File: src/adcc_defs.vh
// Register map, field positions and constants of the converter controller.
`ifndef ADCC_DEFS_VH
`define ADCC_DEFS_VH

// =============================================================
// Register addresses
`define ADCC_ADDR_W        8
`define ADCC_ADDR_DIV      8'hf2
`define ADCC_ADDR_CTRL     8'hf3
`define ADCC_ADDR_LOW      8'hf4
`define ADCC_ADDR_HIGH     8'hf5
`define ADCC_ADDR_IEN      8'hf6

// =============================================================
// Control register fields
`define ADCC_CS_BIT        0
`define ADCC_START_BIT     3
`define ADCC_DONE_BIT      4
`define ADCC_EN_BIT        5
`define ADCC_IDLE_BIT      6
`define ADCC_CTRL_WMASK    8'h79

// =============================================================
// Divider, interrupt enable and conversion constants
`define ADCC_DIV_W         5
`define ADCC_DIV_ZERO_AS   6'h20
`define ADCC_IEN_BIT       0
`define ADCC_CONV_PERIODS  4'hb
`define ADCC_RESULT_W      10
`define ADCC_ZERO8         8'h00

`endif
File: src/adcc_conversion_control.v
// Control logic of a two-channel successive-approximation converter.
//
// The address map and the strobed register port were left to the implementer.
`include "adcc_defs.vh"

module adcc_conversion_control #(
  parameter RESULT_W = `ADCC_RESULT_W
) (
  // Clock, reset and enable
  input  wire                    ref_clk,
  input  wire                    rst,
  input  wire                    clk_en,
  // Register port
  input  wire [`ADCC_ADDR_W-1:0] reg_addr,
  input  wire [7:0]              reg_wdata,
  input  wire                    reg_wr,
  input  wire                    reg_rd,
  output reg  [7:0]              reg_rdata,
  // Analog front end
  output reg                     conv_power,
  output reg                     analog_input_first_sel,
  output reg                     sample_hold,
  output reg                     sar_step,
  input  wire                    sar_bit_async,
  // System
  output wire                    conv_irq,
  output wire                    cpu_halt
);

  // =============================================================
  // State
  localparam ST_IDLE = 2'b01;
  localparam ST_CONV = 2'b10;

  // Software-visible control state
  reg [1:0]              state;
  reg                    converter_enable;
  reg                    channel_select;
  reg                    conversion_start;
  reg                    conversion_done_flag;
  reg                    pseudo_idle_enable;
  reg                    conversion_irq_enable;
  reg [`ADCC_DIV_W-1:0]  clock_divide_field;

  // Converter clock and period counters
  reg [5:0]              div_cnt;
  reg [3:0]              period_cnt;

  // Comparator path, result and read data
  reg [RESULT_W-1:0]     sar_shift;
  reg [RESULT_W-1:0]     conversion_result;
  reg                    sar_meta;
  reg                    sar_sync;
  reg [7:0]              next_rdata;

  function [5:0] div_factor;
    input [`ADCC_DIV_W-1:0] f;
    begin
      if (f == {`ADCC_DIV_W{1'b0}})
        div_factor = `ADCC_DIV_ZERO_AS;
      else
        div_factor = {1'b0, f};
    end
  endfunction

  // Address match; shared by every write decode, while reads decode reg_addr in a case.
  function hit;
    input [`ADCC_ADDR_W-1:0] a;
    input [`ADCC_ADDR_W-1:0] r;
    begin
      hit = (a == r);
    end
  endfunction

  wire wr_div    = reg_wr && hit(reg_addr, `ADCC_ADDR_DIV);
  wire wr_ctrl   = reg_wr && hit(reg_addr, `ADCC_ADDR_CTRL);
  wire wr_ien    = reg_wr && hit(reg_addr, `ADCC_ADDR_IEN);
  wire idle      = (state == ST_IDLE);
  wire busy      = (state == ST_CONV);
  wire div_tick  = (div_cnt == div_factor(clock_divide_field) - 6'h01);
  wire last_per  = (period_cnt == `ADCC_CONV_PERIODS - 4'h1);
  wire conv_end  = busy && div_tick && last_per;
  wire abort     = busy && wr_ctrl && !reg_wdata[`ADCC_EN_BIT];
  wire finish    = conv_end && !abort;
  wire in_hold   = busy && (period_cnt == 4'h0);
  wire step      = busy && div_tick;
  // A start must find the converter enabled and keep it enabled in the
  // same write; a write that clears enable never launches a conversion.
  wire start_req = wr_ctrl && reg_wdata[`ADCC_START_BIT] &&
                   reg_wdata[`ADCC_EN_BIT] && converter_enable && idle;

  // Only the core is halted; this block and others keep running.
  assign cpu_halt = pseudo_idle_enable && busy;
  assign conv_irq = conversion_done_flag && conversion_irq_enable;

  // =============================================================
  // Comparator input synchroniser
  // Two flops guard against a comparator edge close to the clock edge.
  always @(posedge ref_clk) begin
    if (rst) begin
      sar_meta <= 1'b0;
      sar_sync <= 1'b0;
    end else if (clk_en) begin
      sar_meta <= sar_bit_async;
      sar_sync <= sar_meta;
    end
  end

  // =============================================================
  // Software-visible configuration
  always @(posedge ref_clk) begin
    if (rst) begin
      converter_enable      <= 1'b0;
      conversion_irq_enable <= 1'b0;
      clock_divide_field    <= {`ADCC_DIV_W{1'b0}};
    end else if (clk_en) begin
      if (wr_div)
        clock_divide_field <= reg_wdata[`ADCC_DIV_W-1:0];
      if (wr_ien)
        conversion_irq_enable <= reg_wdata[`ADCC_IEN_BIT];
      if (wr_ctrl)
        converter_enable <= reg_wdata[`ADCC_EN_BIT];
    end
  end

  // =============================================================
  // Channel and pseudo-idle bits
  always @(posedge ref_clk) begin
    if (rst) begin
      channel_select     <= 1'b0;
      pseudo_idle_enable <= 1'b0;
    end else if (clk_en) begin
      // The channel stays put while a conversion samples it.
      if (wr_ctrl && idle)
        channel_select <= reg_wdata[`ADCC_CS_BIT];
      if (start_req)
        pseudo_idle_enable <= reg_wdata[`ADCC_IDLE_BIT];
      else if (finish || abort)
        pseudo_idle_enable <= 1'b0;
    end
  end

  // =============================================================
  // Conversion done flag
  always @(posedge ref_clk) begin
    if (rst) begin
      conversion_done_flag <= 1'b0;
    end else if (clk_en) begin
      // A hardware set wins over a software clear in the same cycle.
      if (finish)
        conversion_done_flag <= 1'b1;
      else if (wr_ctrl && !reg_wdata[`ADCC_DONE_BIT])
        conversion_done_flag <= 1'b0;
    end
  end

  // =============================================================
  // Conversion sequencer
  always @(posedge ref_clk) begin
    if (rst) begin
      state            <= ST_IDLE;
      conversion_start <= 1'b0;
    end else if (clk_en) begin
      case (state)
        ST_IDLE: begin
          if (start_req) begin
            conversion_start <= 1'b1;
            state            <= ST_CONV;
          end
        end
        ST_CONV: begin
          // Disabling aborts the conversion and leaves no result.
          if (abort || finish) begin
            conversion_start <= 1'b0;
            state            <= ST_IDLE;
          end
        end
        default: begin
          // A corrupted state code falls back to idle.
          conversion_start <= 1'b0;
          state            <= ST_IDLE;
        end
      endcase
    end
  end

  // =============================================================
  // Converter clock divider and period counter
  // A divide field written during a conversion takes effect at once, so
  // software should change it only while the converter is idle.
  always @(posedge ref_clk) begin
    if (rst) begin
      div_cnt    <= 6'h00;
      period_cnt <= 4'h0;
    end else if (clk_en) begin
      if (!busy) begin
        div_cnt    <= 6'h00;
        period_cnt <= 4'h0;
      end else if (div_tick) begin
        div_cnt    <= 6'h00;
        period_cnt <= period_cnt + 4'h1;
      end else begin
        div_cnt <= div_cnt + 6'h01;
      end
    end
  end

  // =============================================================
  // Successive-approximation shift and result
  always @(posedge ref_clk) begin
    if (rst) begin
      sar_shift         <= {RESULT_W{1'b0}};
      conversion_result <= {RESULT_W{1'b0}};
    end else if (clk_en) begin
      // Period zero is sample and hold; periods one to ten each give one
      // result bit, most significant first.
      if (step && !abort && period_cnt != 4'h0)
        sar_shift <= {sar_shift[RESULT_W-2:0], sar_sync};
      if (finish)
        conversion_result <= {sar_shift[RESULT_W-2:0], sar_sync};
    end
  end

  // =============================================================
  // Analog front end controls
  always @(posedge ref_clk) begin
    if (rst) begin
      conv_power             <= 1'b0;
      analog_input_first_sel <= 1'b0;
    end else if (clk_en) begin
      conv_power             <= converter_enable;
      analog_input_first_sel <= channel_select;
    end
  end

  // =============================================================
  // Sample-and-hold window and step strobes
  always @(posedge ref_clk) begin
    if (rst) begin
      sample_hold <= 1'b0;
      sar_step    <= 1'b0;
    end else if (clk_en) begin
      sample_hold <= in_hold;
      sar_step    <= step;
    end
  end

  // =============================================================
  // Read port
  // Read data stand for one cycle and are zero otherwise, so a stale
  // byte is never taken for a fresh one; reads have no side effects.
  always @* begin
    next_rdata = `ADCC_ZERO8;
    if (reg_rd) begin
      case (reg_addr)
        `ADCC_ADDR_DIV:
          next_rdata = {3'b000, clock_divide_field};
        `ADCC_ADDR_CTRL:
          next_rdata = {1'b0, pseudo_idle_enable, converter_enable,
                        conversion_done_flag, conversion_start,
                        2'b00, channel_select};
        `ADCC_ADDR_HIGH:
          next_rdata = conversion_result[RESULT_W-1:2];
        `ADCC_ADDR_LOW:
          next_rdata = {6'h00, conversion_result[1:0]};
        `ADCC_ADDR_IEN:
          next_rdata = {7'h00, conversion_irq_enable};
        default:
          next_rdata = `ADCC_ZERO8;
      endcase
    end
  end

  always @(posedge ref_clk) begin
    if (rst) begin
      reg_rdata <= `ADCC_ZERO8;
    end else if (clk_en) begin
      reg_rdata <= next_rdata;
    end
  end

endmodule // adcc_conversion_control

File: config.mk
export PLATFORM = sky130hd
export DESIGN_NAME = adcc_conversion_control
export DESIGN_NICKNAME = d
export VERILOG_FILES = /design/src/adcc_conversion_control.v
export VERILOG_INCLUDE_DIRS = /design/src
export SDC_FILE = /design/constraint.sdc
export NUM_CORES = 1
export LEC_CHECK = 0
export BUFFER_PORTS_ARGS = -buffer_cell sky130_fd_sc_hd__buf_2
export CORE_MARGIN = 5
export CORE_UTILIZATION = 28
export CTS_CLUSTER_DIAMETER = 80
export DETAILED_ROUTE_END_ITERATION = 6
export MAX_ROUTING_LAYER = met4
export SLEW_MARGIN = 25
export SYNTH_ARGS = -nofsm -noshare
export SYNTH_HDL_FRONTEND = slang
export SYNTH_SLANG_ARGS = --single-unit
File: constraint.sdc
create_clock -name ref_clk -period 2 [get_ports ref_clk]
set_clock_uncertainty 0.2 [all_clocks]
set_input_delay 0.4 -clock ref_clk [delete_from_list [all_inputs] [get_ports ref_clk]]
set_output_delay 0.4 -clock ref_clk [all_outputs]
set_load 0.02 [all_outputs]
After elaboration in Yosys (flattened, before gate mapping). Cells that the tools add are included.

Flip-flop bits (word level): 56. Input bits: 22. Output and inout bits: 14.

Add/subtract/negate cells: 3. Equal/unequal tests: 12. Mux-type cells: 16. Reduce and logical (&&, ||, !) cells: 38.

Operators with widths (count): $eq A8 B8 Y1 const B (5); $pmux W8 S5 (1); $logic_and A1 B1 Y1 (19); $mux W6 (3); $reduce_and A2 Y1 (9); $mux W4 (2); $mux W8 (1); $add A6 B1 Y6 const B (1); $eq A6 B6 Y1 (1); $ne A2 B1 Y1 const B (3); $sub A6 B1 Y6 const B (1); $logic_not A5 Y1 (1); $mux W1 (5); $add A4 B1 Y4 const B (1); $eq A4 B4 Y1 const B (1); $logic_not A4 Y1 (1); $mux W2 (2); $pmux W2 S2 (1); $reduce_bool A2 Y1 (2); $reduce_bool A4 Y1 (1); $logic_not A1 Y1 (3); $reduce_and A3 Y1 (1); $eq A2 B1 Y1 const B (1); $eq A2 B2 Y1 const B (1); other kinds (2) (2).

Longest topological paths before layout. Gate-level depths: netlist of the first run.

Word-level depth: 10. Mapped depth: 9. Gate-level depth less buffers: 7.

Least setup slack after synthesis of the first run. OpenSTA, ideal clock, no wires.

Path kind: reg-to-reg. Start: reg clock_divide_field[0]. End: reg sar_shift[2]. Setup time: 0.072 ns. Arrival: 1.813 ns. Data required time: 1.728 ns. Slack: -0.084 ns. Cell stages (with the launch flop): 10. Buffers on the path: 2. Path through: dfxtp_1 inv_1 ha_1 xnor2_1 nor2_1 o311ai_1 buf_2 nor3_1 buf_6 mux2i_1.

Cells in the longest elaborated chain, start to end: 8.

Ends and longest elaborated chain: start, declared (line adcc_conversion_control.v:43) `` reg [`ADCC_DIV_W-1:0] clock_divide_field; ``; start signal, assigned (line adcc_conversion_control.v:115) `` clock_divide_field <= {`ADCC_DIV_W{1'b0}}; ``; start signal, assigned (line adcc_conversion_control.v:118) `` clock_divide_field <= reg_wdata[`ADCC_DIV_W-1:0]; ``; $logic_not A5 Y1 (line adcc_conversion_control.v:59) `` if (f == {`ADCC_DIV_W{1'b0}}) ``; $mux W6 * (line adcc_conversion_control.v:59); $sub A6 B1 Y6 * (line adcc_conversion_control.v:80) `wire div_tick = (div_cnt == div_factor(clock_divide_field) - 6'h01);`; $eq A6 B6 Y1 * (line adcc_conversion_control.v:80); $logic_and A1 B1 Y1 * (line adcc_conversion_control.v:86) `wire step = busy && div_tick;`; $logic_and A1 B1 Y1 * (2 in series) (line adcc_conversion_control.v:217) `if (step && !abort && period_cnt != 4'h0)`; $reduce_and A2 Y1 (no line) *; end signal, assigned (line adcc_conversion_control.v:212) `sar_shift <= {RESULT_W{1'b0}};`; end signal, assigned (line adcc_conversion_control.v:218) `sar_shift <= {sar_shift[RESULT_W-2:0], sar_sync};`; end, declared (line adcc_conversion_control.v:50) `reg [RESULT_W-1:0] sar_shift;`.

Every way passes the cells marked *; elsewhere a longest branch is shown, timed or not. A chain may end at the register's enable or synchronous reset.

Final worst setup path of the first run.
Start: reg clock_divide_field[1]. End: reg period_cnt[1].

Cells in the longest elaborated chain, start to end: 6.

Ends and longest elaborated chain: $logic_not A5 Y1 (line adcc_conversion_control.v:59); $mux W6 * (line adcc_conversion_control.v:59); $sub A6 B1 Y6 * (line adcc_conversion_control.v:80); $eq A6 B6 Y1 * (line adcc_conversion_control.v:80); $ne A2 B1 Y1 (no line) *; $reduce_and A2 Y1 (no line) *; end signal, assigned (line adcc_conversion_control.v:201) `period_cnt <= period_cnt + 4'h1;`; end, declared (line adcc_conversion_control.v:47) `reg [3:0] period_cnt;`.

Marked as above.

==> impl_metrics.tcl, run 1 <==
set metrics [dict create \
    outcome "finished with violations" \
    violations "setup timing" \
    final_net_count 401 \
    synth-seq-cells 55 \
    clk_latency_ps 320 \
    r2r_end "period_cnt[1]" \
    drt-total-wl_mm 7.51 \
    period_minus_slack_ps 2140 \
    drt_iter0_markers 129 \
    grt_max_degree 25 \
    synth_cell_types 47 \
    power.leakage_nw 1.42 \
    reg2reg_depth 8 \
    setup_viol 29 \
    synth_top_area_share_pct 41.6 \
    ctsLongestPathBuffers 2 \
    ys.warnings.count 0 \
    cts_htree_levels 2 \
    ctsHoldBuffers 0 \
    first_pass_iters 4 \
    ant_nets 0 \
    cts_num_sinks 55 \
    setup_slack_ps -139 \
    synth.area.top_cells "dfxtp_1 42%, mux2i_1 12%, nand2_1 6.1%, a21oi_1 3.4%, nor2_1 3.4%" \
    ys.flop_type "dfxtp_1" \
    finalHoldViolations 0 \
    p_per_area_nw_per_um2 511 \
    slew_headroom_pct 72.9 \
    io_buffers 34 \
    crit_type "reg2reg" \
    clockRootBuffer "clkbuf_8" \
    hp-class "in2reg" \
    nFillCells 929 \
    ir_worst_vdd_mv 0.236 \
    arrival_ps 2190 \
    pin_count 36 \
    chipWidth_um 107 \
    drive_gt1_share_pct 34.9 \
    wl_per_cell_um 14.9 \
    viasPerCell 4.93 \
    ys_top_cells_by_count "55 x dfxtp_1, 43 x nand2_1, 31 x mux2i_1, 24 x nor2_1, 18 x a21oi_1" \
    netlist_area_um2 2650 \
    hold_depth 3 \
    tritoncts "yes" \
    vias 2486 \
    yosysTopAreaCell "dfxtp_1" \
    rsz0062_at_grt "true" \
    worst_slew_pin_slew_ps 401 \
    maxCapViolations 0 \
    synth_fp_nets 326 \
    synth.most_common_cell "dfxtp_1" \
    core-area_um2 9240 \
    cts_buffers 5 \
    critPathRequiredTime_ps 2050 \
    worstReg2RegStart "clock_divide_field[1]" \
    clk_pin_slew_ps 110 \
    synth_edf_count 0 \
    min_to "clock_divide_field[2]" \
    syn_inst 299 \
    async_reset_ff_share_pct 0 \
    grt_usage_pct 13.9 \
    die-area_um2 11500 \
    timing.fmax_ghz 0.467 \
    grt_pass1_vias 2446 \
    drc 0 \
    critPathLaunchType "flip-flop" \
    r2r_slack_ps -140 \
    critPathMaxFanout 4 \
    worstHoldStart "reg_wdata[2]" \
    hpwl_mm 5.35 \
    antenna_cells 0 \
    post-place-ws_ps -256 \
    die_h_um 107 \
    grt_first_pass_wirelength_mm 12.3 \
    multiInputGateArea_um2 1660 \
    antenna_found_initial 0 \
    place.gp.congestion 0.884 \
    end_kind "flip-flop" \
    seqCellArea_um2 1120 \
    ys_seq_area_share_pct 41.6 \
    syn_avg_cell_area_um2 8.85 \
    drv_slew 0 \
    syn_to_final_growth_pct 37.5 \
    initial_utilization_pct 28.7 \
    power.total_mw 1.86 \
    grt_overflow_total 0 \
    rows 35 \
    min_period_over_period_pct 107 \
]
[sequential cells by signal, summed over array words and instances (netlist names)]
register and count:
analog_input_first_sel 1, channel_select 1, clock_divide_field 5, conv_power 1
conversion_done_flag 1, conversion_irq_enable 1, conversion_result 10, converter_enable 1
div_cnt 6, period_cnt 4, pseudo_idle_enable 1, reg_rdata 8
sample_hold 1, sar_meta 1, sar_shift 9, sar_step 1
sar_sync 1, state 2
[layout make-up]
cell class	count	area share, %
sequential	55	30.7
timing repair buffer	84	16.0
clock inverter	3	0.722
tap	129	4.43
clock buffer	5	1.89
multi-input combinational	221	45.5
inverter	7	0.722
[worst max-delay path by stage]
stage	start	to	slack [ps]	cells after the start
after floorplan	clock_divide_field[0]	period_cnt[2]	10	8
after global placement	clock_divide_field[0]	period_cnt[1]	-170	8
after detailed placement	clock_divide_field[0]	period_cnt[1]	-260	8
after CTS	clock_divide_field[1]	period_cnt[1]	-90	8
after global routing	clock_divide_field[1]	period_cnt[1]	-230	8
final	clock_divide_field[1]	period_cnt[1]	-140	8
[logic make-up (layout without fill, tap and decap cells)]
family,after synthesis,after routing,share of synthesized area (%)
flip-flops,55,55,41.6
multiplexers,34,34,13.0
XOR/XNOR,7,7,2.60
adder cells (fa/ha/maj),5,5,2.36
buffers and inverters,23,99,4.02
AO/OA/AOI/OAI,52,52,12.8
AND/OR/NAND/NOR,123,123,23.6
[through the flow]
stage	TNS, ps	hold WS, ps	utilization [%]	instance area, um2	cells
floorplan	0	232	-	2660	299
global placement	-1720	244	34.9	3230	486
detailed placement	-3220	252	34.9	3230	486
CTS	-430	115	38.8	3590	502
global route	-3950	123	39.4	3640	504
finish	-1520	113	39.4	3640	504
[metal layers]
layer / part of all wire (%) / track usage [%] / wire length, um
met1: 44 / 16.7 / 3330
met2: 50 / 23.3 / 3720
met3: 3.7 / 2.77 / 279
met4: 2.4 / 4.38 / 180
met5: 0 / - / 0
[critical path, stage by stage (launching register included)]
cell	delay, ps
dfxtp_2	350
inv_2	50
ha_4	240
xnor2_2	130
nor2_2	180
o311ai_4	140
buf_6	150
or4b_1	450
a31oi_1	160
[power by group]
group	switching, mW	internal [mW]	total [mW]
Sequential	0.00103	1.09	1.09
Combinational	0.0652	0.0402	0.105
Clock	0.403	0.259	0.662
[placed cells by master (no fill, tap or decap), types with 4 or more instances in the layout]
master,instances
inv_1,4
dfxtp_1,47
buf_4,44
nand2b_1,5
ha_1,4
mux2i_1,31
nor2_1,21
nand3_1,10
buf_6,5
o21ai_0,5
dfxtp_2,5
buf_2,34
clkbuf_8,5
nand2_1,42
nor3_1,5
a21oi_1,17
nand4_1,7
a22oi_1,6
[repair_timing]
action / 4_1_cts / 5_1_grt
setup endpoints to repair: 31 / 35
gates cloned: 1 / 0
setup buffers: 7 / 3
gates resized for setup: 44 / 8
endpoints found under the hold margin: 0 / 0
pin swaps: 17 / 10
(Power assumes the default switching activity.)
==> run 2, diff against run 1 <==
--- a/config.mk
+++ b/config.mk
@@ -11,7 +11,9 @@
 export CORE_UTILIZATION = 28
 export CTS_CLUSTER_DIAMETER = 80
 export DETAILED_ROUTE_END_ITERATION = 6
+export GPL_TIMING_DRIVEN = 1
 export MAX_ROUTING_LAYER = met4
+export SETUP_SLACK_MARGIN = 0.5
 export SLEW_MARGIN = 25
 export SYNTH_ARGS = -nofsm -noshare
 export SYNTH_HDL_FRONTEND = slang
==> run 2 against run 1 <==
The flow still finishes with violations (setup timing); wire length is 6.7% higher; sequential share of layout area fell by 3.4 points; worst hold slack improved by 9.9 ps; critical path depth rose by 1; critical endpoint is now sar_step.
==> impl_metrics.tcl, run 2 (synthesis gave the netlist of run 1 again) <==
set metrics [dict create \
    critPathLaunchType "flip-flop" \
    clockRootBuffer "clkbuf_8" \
    cpPeakStageDelay_ps 380 \
    rows 35 \
    setup_viol 25 \
    violations "setup timing" \
    drive_gt1_share_pct 45.1 \
    finalHoldViolations 0 \
    arrival_ps 2150 \
    ir_worst_vdd_mv 0.338 \
    initial_utilization_pct 28.7 \
    fin_setup_tns_ps -1000 \
    vias 2559 \
    chipWidth_um 107 \
    grt_overflow_total 0 \
    setup_slack_ps -93.8 \
    timing.fmax_ghz 0.478 \
    end_kind "flip-flop" \
    tritoncts "yes" \
    cts_num_sinks 55 \
    antenna_found_initial 0 \
    first_pass_iters 4 \
    clk_latency_ps 310 \
    drv_slew 0 \
    core-area_um2 9240 \
    cp_top_family "simple AND/OR/NAND/NOR gates" \
    slew_headroom_pct 72.1 \
    grt_first_pass_wirelength_mm 13.1 \
    drt-total-wl_mm 8.01 \
    final_common_cell "buf_4" \
    cts_htree_levels 2 \
    die_h_um 107 \
    worst_slew_pin_slew_ps 414 \
    p_per_area_nw_per_um2 456 \
    ctsHoldBuffers 0 \
    grt_usage_pct 14.6 \
    final_cell_mix "54 x buf_4, 45 x dfxtp_1, 42 x nand2_1" \
    syn_to_final_growth_pct 54.3 \
    pin_count 36 \
    drc 0 \
    regMostFlops "conversion_result" \
    clk_pin_slew_ps 100 \
    crit_type "reg2reg" \
    cp_cell_sequence "inv_2, ha_4, xnor2_2, nor2_2, o311ai_4, buf_6, buf_6, or3_4, a21oi_2" \
    period_minus_slack_ps 2090 \
    multiInputGateArea_um2 1830 \
    hp-class "in2reg" \
    ctsLongestPathBuffers 2 \
    crit_top_cell "buf_6" \
    nFillCells 864 \
    hpwl_mm 5.52 \
    drt_iter0_markers 218 \
    rsz0062_at_grt "true" \
    die-area_um2 11500 \
    grt_max_degree 24 \
    wl_per_cell_um 15.2 \
    final_util_pct 44.2 \
    crit_buf_inv 3 \
    critPathMaxFanout 5 \
    critPathRequiredTime_ps 2060 \
    io_buffers 34 \
    final_net_count 423 \
    grt_pass1_vias 2656 \
    power.leakage_nw 1.61 \
    ant_nets 0 \
    min_period_over_period_pct 105 \
    largestRegisters "conversion_result (10), sar_shift (9), reg_rdata (8)" \
    slowest_stage "or3_4" \
    viasPerCell 4.87 \
    antenna_cells 0 \
    place.gp.congestion 0.855 \
    largest_reg_flops 10 \
    outcome "finished with violations" \
    maxCapViolations 0 \
    seqCellArea_um2 1120 \
    cts_buffers 5 \
]
-- run 2: final cells by class --
cell class	instances	share of cell area (%)
multi-input cells	221	44.9
clock inverters	3	0.460
repair buffers	106	21.0
clock buffers	5	1.69
flip-flops and latches	55	27.3
inverters	7	0.643
well taps	129	3.95
-- run 2: per-layer routing --
layer | up-vias | GRT usage [%] | share of wire, %
li1 | 1270 | - | -
met2 | 42 | 25.5 | 52
met3 | 15 | 2.23 | 2.6
met1 | 1232 | 17.0 | 43
met4 | 0 | 4.84 | 2.4
met5 | - | - | 0
-- run 2: through the flow --
step / std cells / worst slack [ps] / instance area, um2 / hold WS (ps) / power [mW]
CTS: 518 / -68.2 / 3850 / 119 / 1.86
global placement: 494 / -307 / 3380 / 246 / 1.23
finish: 526 / -93.8 / 4080 / 123 / 1.86
global route: 526 / -185 / 4080 / 125 / 1.93
detailed placement: 494 / -363 / 3380 / 256 / 1.23
floorplan: 299 / 113 / 2760 / 232 / 1.17
-- run 2: timing repair --
item / CTS / global route
pin swaps: 15 / 21
setup buffers: 15 / 8
gates resized for setup: 46 / 38
endpoints found under the setup margin: 42 / 51
gates cloned: 1 / 0
-- run 2: path summary, 6_finish.rpt --
kind                    startpoint  slack (ps)  depth (start not counted)          end
max reg2reg  clock_divide_field[1]         -90                          9     sar_step
min reg2reg            sample_hold         270                          2  sample_hold
min                  sar_bit_async         120                          3     sar_meta
max          clock_divide_field[1]         -90                          9     sar_step
-- run 2: power by group --
group / switching [mW] / internal (mW) / total [mW]
combinational: 0.0769 / 0.0536 / 0.130
clock: 0.387 / 0.248 / 0.634
sequential: 0.00102 / 1.09 / 1.10
total: 0.464 / 1.40 / 1.86
-- run 2: worst min-delay path, stage by stage --
cell and delay (ps):
buf_2 70, mux2i_1 60, nor2_1 70
==> run 3, diff against run 2 <==
--- a/config.mk
+++ b/config.mk
@@ -13,6 +13,7 @@
 export DETAILED_ROUTE_END_ITERATION = 6
 export GPL_TIMING_DRIVEN = 1
 export MAX_ROUTING_LAYER = met4
+export REMOVE_ABC_BUFFERS = 1
 export SETUP_SLACK_MARGIN = 0.5
 export SLEW_MARGIN = 25
 export SYNTH_ARGS = -nofsm -noshare
==> constraint.sdc (replaced) <==
create_clock -name ref_clk -period 2.5 [get_ports ref_clk]
set_clock_uncertainty 0.2 [all_clocks]
set_input_delay 0.5 -clock ref_clk [delete_from_list [all_inputs] [get_ports ref_clk]]
set_output_delay 0.5 -clock ref_clk [all_outputs]
set_load 0.02 [all_outputs]
==> run 3 against run 2 <==
Combinational power down 42%; via count down 7.5%; clock-buffer cell count unchanged; total power fell by 22%; first-iteration DRC count fell by 20%; fmax is essentially flat; wire length down 12%; die area did not move; non-clock buffer count shrank 47; the run now ends clean; sequential power is 21% lower; cell area down 17%.
==> impl_metrics.tcl, run 3 (synthesis gave the netlist of run 1 again) <==
set metrics [dict create \
    regMostFlops "conversion_result" \
    cellInternalPower_mw 1.10 \
    nFillCells 938 \
    end_kind "flip-flop" \
    tritoncts "yes" \
    seqCellArea_um2 1120 \
    p_sw_mw 0.357 \
    antenna_cells 0 \
    final_net_count 376 \
    slew_headroom_pct 58.2 \
    rsz0062_at_grt "true" \
    cts_num_sinks 55 \
    chipWidth_um 107 \
    p_per_area_nw_per_um2 433 \
    setup_slack_ps 407 \
    fin_setup_tns_ps 0 \
    vias 2367 \
    dp_cells 461 \
    maxCapViolations 0 \
    r2r_slack_ps 410 \
    place.gp.congestion 0.860 \
    ctsLongestPathBuffers 2 \
    crit_start "clock_divide_field[1]" \
    outcome "finished clean" \
    grt_first_pass_wirelength_mm 11.3 \
    crit_type "reg2reg" \
    final_common_cell "dfxtp_1" \
    period_minus_slack_ps 2090 \
    drt_iter0_markers 175 \
    ctsHoldBuffers 0 \
    drc 0 \
    worst_slew_pin_slew_ps 626 \
    grt_usage_pct 12.4 \
    syn_to_final_growth_pct 27.3 \
    p_sw_share_pct 24.5 \
    slowest_stage "or4b_1" \
    viasPerCell 4.94 \
    power.total_mw 1.46 \
    critPathMaxFanout 7 \
    cpPeakStageDelay_ps 510 \
    multiInputGateArea_um2 1600 \
    critPathRequiredTime_ps 2550 \
    initial_utilization_pct 28.7 \
    largest_reg_flops 10 \
    finalHoldViolations 0 \
    drive_gt1_share_pct 29.7 \
    ir_worst_vdd_mv 0.269 \
    hpwl_mm 4.96 \
    pin_count 36 \
    clk_latency_ps 310 \
    die_h_um 107 \
    clk_pin_slew_ps 100 \
    final_area_um2 3370 \
    post-place-ws_ps 242 \
    setup_viol 0 \
    cts_buffers 5 \
    clockRootBuffer "clkbuf_8" \
    cp_cell_sequence "inv_2, ha_4, xnor2_2, nor2_2, o311ai_2, buf_4, or4b_1, a31oi_1" \
    arrival_ps 2140 \
    min_period_over_period_pct 83.7 \
    power.leakage_nw 1.28 \
    drt-total-wl_mm 7.07 \
    critPathLaunchType "flip-flop" \
    timing.fmax_ghz 0.478 \
    io_buffers 34 \
    largestRegisters "conversion_result (10), sar_shift (9), reg_rdata (8)" \
    power_frac_seq_pct 59.9 \
    grt_pass1_vias 2308 \
    grt_overflow_total 0 \
    worstReg2RegStart "clock_divide_field[1]" \
    wl_per_cell_um 14.8 \
    comb_power_share_pct 5.2 \
    fin_cells 479 \
    first_pass_iters 4 \
    die-area_um2 11500 \
    drv_slew 0 \
    ant_nets 0 \
    p_clk_share_pct 34.9 \
    final_cell_mix "47 x dfxtp_1, 43 x nand2_1, 34 x buf_2" \
    cts_htree_levels 2 \
    grt_max_degree 25 \
    rows 35 \
    antenna_found_initial 0 \
    core-area_um2 9240 \
    place_area_um2 3010 \
    worstHoldStart "sar_bit_async" \
    hp-class "in2reg" \
]
[run 3: worst paths after layout]
path | endpoint | cells past startpoint
worst min register to register | reg_rdata[0] | 2
worst min-delay path | sar_meta | 3
worst max-delay path | period_cnt[1] | 8
worst max register to register | period_cnt[1] | 8
[run 3: layout make-up]
cell class | instances | share of cell area [%]
well taps | 129 | 4.79
multi-input cells | 221 | 47.4
clock buffers | 5 | 2.04
flip-flops and latches | 55 | 33.3
repair buffers | 59 | 11.1
clock inverters | 3 | 0.668
inverters | 7 | 0.780
[run 3: power by group through the flow]
stage | Sequential, mW | Clock [mW] | Combinational, mW
floorplan | 0.898 | 0 | 0.0218
global placement | 0.898 | 0 | 0.0726
detailed placement | 0.898 | 0 | 0.0730
CTS | 0.875 | 0.520 | 0.0732
global route | 0.874 | 0.553 | 0.0814
finish | 0.874 | 0.509 | 0.0752
[run 3: metrics by stage]
stage                     hold slack, ps  utilization (%)
after CTS                            222             35.5
after global routing                 238             36.5
after floorplan                      226                -
final                                231             36.5
after detailed placement             252             32.6
after global placement               247             32.6
[run 3: timing repair]
action,in CTS,in global routing
resized for setup,33,17
gates cloned,2,0
setup buffers,6,2
pin swaps,5,6
setup endpoints to repair,30,35
[run 3: critical path: cells and delay by family (launching register included)]
| kind | cells | cell delay (ps) |
|---|---|---|
| AND/OR/NAND/NOR | 2 | 630 |
| flip-flops | 1 | 340 |
| AO/OA/AOI/OAI | 2 | 260 |
| buffers and inverters | 2 | 230 |
| adder cells (fa/ha/maj) | 1 | 230 |
| XOR/XNOR | 1 | 130 |
[run 3: layer usage]
metal / GRT usage (%) / wire (um) / up-vias / part of all wire [%]
met1: 15.5 / 3370 / 1119 / 48
met3: 1.99 / 212 / 11 / 3.0
li1: - / - / 1177 / -
met5: - / 0 / - / 0
met2: 21.0 / 3400 / 60 / 48
met4: 2.92 / 88 / 0 / 1.2
